$ cat src/verilog/rtw_map.svh
// Register offsets, field positions and reset values of the trim, wake-up and PLL limit block.
// Assumes inclusion by its bare name from the package and the design modules.
`ifndef RTW_MAP_SVH
`define RTW_MAP_SVH

// ----------------------------------------------------------------------------
// Register byte addresses
// ----------------------------------------------------------------------------
`define RTW_ADDR_OSC_CAL       32'h400E0510
`define RTW_ADDR_WAKE_ENABLE   32'h400E0514
`define RTW_ADDR_WAKE_DISABLE  32'h400E0518
`define RTW_ADDR_WAKE_STATE    32'h400E051C
`define RTW_ADDR_WAKE_ACTIVITY 32'h400E0520
`define RTW_ADDR_PLL_LIMIT     32'h400E0530

// ----------------------------------------------------------------------------
// Calibration register fields
// ----------------------------------------------------------------------------
`define RTW_TRIM_W        7
`define RTW_CAL_LOW_LSB   0
`define RTW_SEL_LOW_BIT   7
`define RTW_CAL_MID_LSB   8
`define RTW_SEL_MID_BIT   15
`define RTW_CAL_HIGH_LSB  16
`define RTW_SEL_HIGH_BIT  23
`define RTW_OSC_CAL_MASK  32'h00FFFFFF
`define RTW_OSC_CAL_RESET 32'h00000000

// ----------------------------------------------------------------------------
// Wake-up register fields
// ----------------------------------------------------------------------------
`define RTW_PID_LSB       8
`define RTW_PID_MSB       29
`define RTW_PID_W         22
`define RTW_WAKE_MASK     32'h3FFFFF00
`define RTW_PID_SERIAL0   8
`define RTW_PID_SERIAL1   9
`define RTW_PID_TWOWIRE0  19
`define RTW_WAKE_CAPABLE  32'h00080300

// ----------------------------------------------------------------------------
// PLL limit fields
// ----------------------------------------------------------------------------
`define RTW_MUL_W         11
`define RTW_MUL_MSB       10
`define RTW_PLL_MAX_RESET 11'h7FF

`endif

$ cat src/verilog/rtw_pkg.sv
// Types shared by the trim, wake-up and PLL limit block.
// Assumes rtw_map.svh is on the include path.
`include "rtw_map.svh"

package rtw_pkg;

    // Register bus request from software
    typedef struct packed {
        logic [31:0] addr;
        logic [31:0] wdata;
        logic        wr;
        logic        rd;
    } rtw_bus_req_s;

    // Trim word applied to the RC oscillator for one frequency
    typedef logic [`RTW_TRIM_W-1:0] rtw_trim_t;

    // Trims sent to the oscillator
    typedef struct packed {
        rtw_trim_t low;
        rtw_trim_t mid;
        rtw_trim_t high;
    } rtw_trims_s;

    // Phase of the PLL limit checker
    typedef enum logic [1:0] {
        RTW_LIM_IDLE,
        RTW_LIM_CHECK,
        RTW_LIM_DONE
    } rtw_lim_state_e;

endpackage

$ cat src/verilog/rtw_pll_limit.sv
// PLL multiplier saturation and guarded maximum update.
// Assumes a requested multiplier from the clock generator on sys_clk.
`timescale 1ns/1ps
`include "rtw_map.svh"

module rtw_pll_limit (
    // Clock and reset
    input  wire logic                     sys_clk,
    input  wire logic                     nrst,
    input  wire logic                     clk_en,
    // Requested multiplier and write request
    input  wire logic [`RTW_MUL_MSB:0]    pll_requested_multiplier,
    input  wire logic                     max_wr,
    input  wire logic [`RTW_MUL_MSB:0]    max_wdata,
    // Results
    output logic      [`RTW_MUL_MSB:0]    pll_max_multiplier,
    output logic      [`RTW_MUL_MSB:0]    pll_mul_out,
    output logic                          saturating,
    output logic                          max_rejected
);

    logic [`RTW_MUL_MSB:0] next_max;
    logic [`RTW_MUL_MSB:0] next_mul_out;
    logic                  next_saturating;
    logic                  next_rejected;
    logic                  sat_now;

    // Saturation and write acceptance
    always_comb begin
        sat_now         = (pll_requested_multiplier > pll_max_multiplier);
        next_max        = pll_max_multiplier;
        next_rejected   = 1'b0;
        next_saturating = sat_now;
        next_mul_out    = sat_now ? pll_max_multiplier : pll_requested_multiplier;
        if (max_wr) begin
            if (sat_now || (max_wdata < pll_requested_multiplier)) begin
                next_rejected = 1'b1;
            end else begin
                next_max = max_wdata;
            end
        end
    end

    // Registers
    always_ff @(posedge sys_clk) begin
        if (!nrst) begin
            pll_max_multiplier <= `RTW_PLL_MAX_RESET;
            pll_mul_out        <= '0;
            saturating         <= 1'b0;
            max_rejected       <= 1'b0;
        end else if (clk_en) begin
            pll_max_multiplier <= next_max;
            pll_mul_out        <= next_mul_out;
            saturating         <= next_saturating;
            max_rejected       <= next_rejected;
        end
    end

endmodule

$ cat src/verilog/rtw_ctrl.sv
// Top of the trim, wake-up and PLL limit block.
// Assumes write protect, factory trims and peripheral signals come from sys_clk logic,
// except wake_clear and periph_active, which come from peripherals and are synchronised.
//
// Design decision made here: the address-and-strobe port.
`timescale 1ns/1ps
`include "rtw_map.svh"

module rtw_ctrl (
    // Clock, reset, enable
    input  wire logic                      sys_clk,
    input  wire logic                      nrst,
    input  wire logic                      clk_en,
    // Register bus
    input  wire rtw_pkg::rtw_bus_req_s     bus_req,
    output logic      [31:0]               rdata,
    // Write protection from the controller
    input  wire logic                      write_protect_enable,
    // Factory trims from flash
    input  wire rtw_pkg::rtw_trims_s       factory_trims,
    // Trims to the oscillator
    output rtw_pkg::rtw_trims_s            rc_trims,
    // Peripheral wake-up signals, indexed by peripheral bit
    input  wire logic [31:0]               wake_clear,
    input  wire logic [31:0]               periph_active,
    output logic      [31:0]               wake_enabled,
    // PLL multiplier
    input  wire logic [`RTW_MUL_MSB:0]     pll_requested_multiplier,
    output logic      [`RTW_MUL_MSB:0]     pll_mul_out,
    output logic                           pll_saturating,
    output logic                           pll_max_rejected
);

    // ------------------------------------------------------------------------
    // Helpers
    // ------------------------------------------------------------------------

    // Address compare for a write or read
    function automatic logic hit(input logic [31:0] a, input logic [31:0] reg_addr);
        hit = (a == reg_addr);
    endfunction

    // Trim choice between factory and user value
    function automatic rtw_pkg::rtw_trim_t pick(input logic sel,
                                                 input rtw_pkg::rtw_trim_t user,
                                                 input rtw_pkg::rtw_trim_t fact);
        pick = sel ? user : fact;
    endfunction

    // ------------------------------------------------------------------------
    // State
    // ------------------------------------------------------------------------
    logic [31:0]              osc_cal;
    logic [31:0]              next_osc_cal;
    logic [31:0]              wake_en;
    logic [31:0]              next_wake_en;
    logic [31:0]              clr_meta;
    logic [31:0]              clr_sync;
    logic [31:0]              clr_prev;
    logic [31:0]              act_meta;
    logic [31:0]              act_sync;
    logic [31:0]              next_rdata;
    rtw_pkg::rtw_trims_s      next_trims;
    logic                     wr_ok;
    logic                     max_wr;
    logic [`RTW_MUL_MSB:0]    pll_max;
    logic [31:0]              clr_rise;

    // Writes pass only while protection is off
    assign wr_ok  = bus_req.wr && !write_protect_enable;
    assign max_wr = wr_ok && hit(bus_req.addr, `RTW_ADDR_PLL_LIMIT);

    // ------------------------------------------------------------------------
    // Synchronisers for peripheral signals
    // ------------------------------------------------------------------------
    always_ff @(posedge sys_clk) begin
        if (!nrst) begin
            clr_meta <= 32'h00000000;
            clr_sync <= 32'h00000000;
            clr_prev <= 32'h00000000;
            act_meta <= 32'h00000000;
            act_sync <= 32'h00000000;
        end else if (clk_en) begin
            clr_meta <= wake_clear;
            clr_sync <= clr_meta;
            clr_prev <= clr_sync;
            act_meta <= periph_active;
            act_sync <= act_meta;
        end
    end

    // Rising edge of a peripheral clear request
    assign clr_rise = clr_sync & ~clr_prev;

    // ------------------------------------------------------------------------
    // Register next values
    // ------------------------------------------------------------------------
    always_comb begin
        next_osc_cal = osc_cal;
        if (wr_ok && hit(bus_req.addr, `RTW_ADDR_OSC_CAL)) begin
            next_osc_cal = bus_req.wdata & `RTW_OSC_CAL_MASK;
        end
        // Peripheral clear first, so a software enable in the same cycle wins
        next_wake_en = wake_en & ~clr_rise;
        if (wr_ok && hit(bus_req.addr, `RTW_ADDR_WAKE_DISABLE)) begin
            next_wake_en = next_wake_en & ~(bus_req.wdata & `RTW_WAKE_CAPABLE);
        end
        if (wr_ok && hit(bus_req.addr, `RTW_ADDR_WAKE_ENABLE)) begin
            next_wake_en = next_wake_en | (bus_req.wdata & `RTW_WAKE_CAPABLE);
        end
        next_wake_en = next_wake_en & `RTW_WAKE_CAPABLE;
    end

    // Trim selection per frequency
    always_comb begin
        next_trims.low  = pick(osc_cal[`RTW_SEL_LOW_BIT],
                               osc_cal[`RTW_CAL_LOW_LSB +: `RTW_TRIM_W], factory_trims.low);
        next_trims.mid  = pick(osc_cal[`RTW_SEL_MID_BIT],
                               osc_cal[`RTW_CAL_MID_LSB +: `RTW_TRIM_W], factory_trims.mid);
        next_trims.high = pick(osc_cal[`RTW_SEL_HIGH_BIT],
                               osc_cal[`RTW_CAL_HIGH_LSB +: `RTW_TRIM_W], factory_trims.high);
    end

    // Read data multiplexer
    always_comb begin
        next_rdata = 32'h00000000;
        if (bus_req.rd) begin
            if (hit(bus_req.addr, `RTW_ADDR_OSC_CAL)) begin
                next_rdata = osc_cal;
            end else if (hit(bus_req.addr, `RTW_ADDR_WAKE_STATE)) begin
                next_rdata = wake_en & `RTW_WAKE_MASK;
            end else if (hit(bus_req.addr, `RTW_ADDR_WAKE_ACTIVITY)) begin
                next_rdata = act_sync & `RTW_WAKE_CAPABLE;
            end else if (hit(bus_req.addr, `RTW_ADDR_PLL_LIMIT)) begin
                next_rdata = {{(32 - `RTW_MUL_W){1'b0}}, pll_max};
            end else begin
                next_rdata = 32'h00000000;
            end
        end
    end

    // ------------------------------------------------------------------------
    // Registers
    // ------------------------------------------------------------------------
    always_ff @(posedge sys_clk) begin
        if (!nrst) begin
            osc_cal      <= `RTW_OSC_CAL_RESET;
            wake_en      <= 32'h00000000;
            wake_enabled <= 32'h00000000;
            rc_trims     <= '0;
            rdata        <= 32'h00000000;
        end else if (clk_en) begin
            osc_cal      <= next_osc_cal;
            wake_en      <= next_wake_en;
            wake_enabled <= next_wake_en;
            rc_trims     <= next_trims;
            rdata        <= next_rdata;
        end
    end

    // ------------------------------------------------------------------------
    // PLL limit
    // ------------------------------------------------------------------------
    rtw_pll_limit u_pll_limit (
        .sys_clk                  (sys_clk),
        .nrst                     (nrst),
        .clk_en                   (clk_en),
        .pll_requested_multiplier (pll_requested_multiplier),
        .max_wr                   (max_wr),
        .max_wdata                (bus_req.wdata[`RTW_MUL_MSB:0]),
        .pll_max_multiplier       (pll_max),
        .pll_mul_out              (pll_mul_out),
        .saturating               (pll_saturating),
        .max_rejected             (pll_max_rejected)
    );

endmodule

$ cat config.mk
export PLATFORM = sky130hd
export DESIGN_NAME = rtw_ctrl
export DESIGN_NICKNAME = d
export VERILOG_FILES = /design/src/verilog/rtw_pkg.sv /design/src/verilog/rtw_pll_limit.sv /design/src/verilog/rtw_ctrl.sv
export VERILOG_INCLUDE_DIRS = /design/src /design/src/verilog
export SDC_FILE = /design/constraint.sdc
export NUM_CORES = 1
export LEC_CHECK = 0
export ABC_AREA = 1
export BUFFER_PORTS_ARGS = -buffer_cell sky130_fd_sc_hd__buf_4
export CORE_ASPECT_RATIO = 1.75
export CORE_MARGIN = 2
export CORE_UTILIZATION = 52
export CTS_CLUSTER_SIZE = 40
export DETAILED_ROUTE_END_ITERATION = 8
export HOLD_SLACK_MARGIN = 0.05
export PLACE_DENSITY = 0.89
export REMOVE_ABC_BUFFERS = 1
export SLEW_MARGIN = 30
export SYNTH_ARGS = -nofsm -noshare
export SYNTH_HDL_FRONTEND = slang
export SYNTH_HIERARCHICAL = 1
export SYNTH_SLANG_ARGS = --single-unit
$ cat constraint.sdc
create_clock -name sys_clk -period 4.2 [get_ports sys_clk]
set_input_delay 0.21 -clock sys_clk [delete_from_list [all_inputs] [get_ports sys_clk]]
set_output_delay 0.21 -clock sys_clk [all_outputs]
set_load 0.01 [all_outputs]
==> summary.md <==
| Metric | Value |
|---|---|
| Outcome | `finished, final reports clean` |
| # port buffers | `160` |
| DRC | `0` |
| Met2 usage | `44.3%` |
| Post_cts resized | `0` |
| MaxCap Viol Count | `0` |
| Lkg Pwr | `3.59 nW` |
| RSZ-0062 raised after global routing | `no` |
| CP Class | `flip-flop to flip-flop` |
| Final hold vios | `0` |
| DRT antenna net count | `0` |
| Routed wire length | `15.5 mm` |
| Min-Delay Path Class | `input port to flip-flop` |
| Insertion delay to the later sink of the worst-skew pair | `0.35 ns` |
| Post-Synth Simple-Gate Area | `24.5%` |
| Post-CTS Setup Repair Bufs | `0` |
| Antenna fix cells | `0` |
| Final core utilization | `64.6%` |
| Final nets | `1168` |
| Initial core utilization | `52.8%` |
| Tot GR Track Use | `24.7%` |
| Cell Chain, Critical Path | `inv_1, ha_1, nand2_1, nand2_1, a21oi_1, nand3_2, nand2_4, nand3_1, nand2_1, nand3_1` |
| Syn Std Cell Area | `0.00605 mm2` |
| Commonest cells after routing, fill and taps aside | `163 x buf_4, 137 x nand2_1, 112 x inv_1, 111 x dfxtp_1, 79 x a21oi_1` |
| Commonest non-fill, non-tap cell in the layout | `buf_4` |
| Placed standard-cell area | `0.00709 mm2` |
| Setup TNS | `0 ns` |
| Largest family of logic cells by synthesized area | `simple AND/OR/NAND/NOR gates` |
| Layout cells sized above 1 | `24.9%` |
| Detailed Routing Iterations Pass 1 | `5` |
| CP max-delay cell | `nand3_1` |
| Die extent in x | `85.5 um` |
| Cell count after synthesis | `849` |
| Vias in the first global route | `5576` |
| Top cell by count, worst path | `nand2_1` |
| Post-CTS Hold Fix Bufs | `0` |
| Routability cong. | `0.875` |
| Crit path max fanout | `24` |
| Die area | `0.0125 mm2` |
| R2R Setup Slk | `1.65 ns` |
| CORE AREA | `0.0115 mm2` |
| Worst Tran Pin Value | `0.894 ns` |
| DRT iter0 DRCs | `276` |
| WHS | `0.0860 ns` |
| Clk root buf | `clkbuf_16` |
| Vias | `5836` |
| M3 GR Usage | `1.58%` |
| Flops & latches, synth | `111` |
| Vias per inst | `5.21` |
| Final worst-path cycle share | `60.8%` |
| WL/cell | `13.8 um` |
| Worst vdd ir | `0.247 mV` |
| Crit path DAT | `2.77 ns` |
| Clk_skew | `0.00656 ns` |
| Average size of a mapped cell | `7.13 um2` |
| Critical Path RT | `4.41 ns` |
| Register area share after synthesis | `36.7%` |
| Synth Area in Compound Gates | `18.7%` |
| Cell variety after synth | `31` |
| CP peak stage delay | `0.41 ns` |
| FF+latch area | `0.00222 mm2` |
| Initial antenna violation count | `0` |
| Synth warn | `6` |
| Die Ht | `147 um` |
| Final number of setup-violating endpoints | `0` |
| Grt ovf | `0` |
| First-pass GRT wire length | `25.5 mm` |
| Slew margin rel. | `40.1%` |
| Final instance area | `0.00740 mm2` |
| Clock sinks | `111` |
| Row cnt | `52` |
| IO Count | `264` |
| Post-DP HPWL | `11.4 mm` |
| Reg clk slew, reported paths | `0.07 ns` |
| CTS tree | `built` |
| Fraction of the mapped netlist area in adder cells | `4.34%` |
| Xor and xnor area share after synthesis | `0%` |
| Post-synthesis mux area share | `0%` |
| Fmax | `392 MHz` |
| Global routing usage on met1 | `28.9%` |
| FILL cells | `1022` |
| TritonCTS Buffers | `9` |
| Min Tclk post-route | `2.55 ns` |
| Area taken by multi-input logic gates | `0.00301 mm2` |
| Pwr/cell area | `312 mW/mm2` |
| Layout area overhead | `22.3%` |
| Setup crit start kind | `flip-flop` |
| Busiest grt layer | `met2` |
| Largest net degree at the start of global routing | `65` |
| H-tree depth | `3` |
| Bufs on Longest Clock Path | `2` |
| Slew Limit Fails | `0` |
| CP Capture Type | `flip-flop` |
[routing by layer]
layer  vias to the layer above  part of all wire (%)
li1                       2936                     -
met1                      2628                    39
met2                       230                    52
met3                        42                   4.8
met4                         0                   4.2
met5                         -                     0
[kinds of logic (layout without fill, tap and decap cells)]
family | after synthesis | after routing
adder cells (fa/ha/maj) | 21 | 21
flip-flops | 111 | 111
buffers and inverters | 200 | 300
AND/OR/NAND/NOR | 315 | 315
other | 1 | 37
AO/OA/AOI/OAI | 201 | 201
[synthesized netlist by cell type (all sizes together)]
cell	count	area [um2]
inv	120	450
clkbuf	25	93.8
ha	21	263
a31oi	1	6.26
nor2	76	338
conb	1	3.75
nand2	160	668
nand3	54	320
and3	1	6.26
o21ai	81	405
buf	53	398
nand4	18	119
a21boi	1	7.51
o211ai	21	158
dfxtp	111	2220
nor3	6	30.0
a21oi	97	553
clkinv	2	7.51
[path summary, 6_finish.rpt]
check	start	to	depth (start not counted)
max reg2reg	u_pll_limit/pll_max_multiplier[10]	u_pll_limit/pll_max_multiplier[8]	10
max	u_pll_limit/pll_max_multiplier[10]	u_pll_limit/pll_max_multiplier[8]	10
min	wake_clear[19]	clr_meta[19]	3
min reg2reg	clr_prev[9]	clr_prev[9]	2
[state kept, by name, summed over array words and instances (netlist names)]
| name | flops |
|---|---|
| osc_cal | 24 |
| rdata | 24 |
| rc_trims | 21 |
| u_pll_limit/pll_max_multiplier | 11 |
| u_pll_limit/pll_mul_out | 11 |
| act_meta | 3 |
| act_sync | 3 |
| clr_meta | 3 |
| clr_prev | 3 |
| clr_sync | 3 |
| wake_en | 3 |
| u_pll_limit/max_rejected | 1 |
| u_pll_limit/saturating | 1 |
[stage by stage]
step	power (mW)	setup WS, ns	std cells
after floorplan	1.27	2.22	807
after global routing	2.40	1.37	1120
final	2.31	1.65	1120
after global placement	1.43	1.75	1105
after CTS	2.33	1.70	1120
after detailed placement	1.43	1.71	1105
[cell type report]
type	count	area share, %
Inverter	122	6.22
Clock buffer	11	3.28
Tap cell	135	2.28
Sequential cell	111	30.0
Clock inverter	4	0.947
Timing Repair Buffer	163	16.5
Multi-Input combinational cell	574	40.7
[where the power goes]
group | internal, mW | switching, mW | leakage, nW
clock | 0.534 | 0.363 | 0.155
combinational | 0.138 | 0.174 | 2.53
sequential | 1.08 | 0.0171 | 0.906
[critical path: cells and delay by family (launching register included)]
family | cells | cell delay (ns)
adders and majority gates | 1 | 0.29
buffers and inverters | 1 | 0.07
DFF | 1 | 0.38
and+or+nand+nor | 7 | 1.49
AOI/OAI and AO/OA | 1 | 0.20
Note: power is estimated with default switching activity, not from simulation.
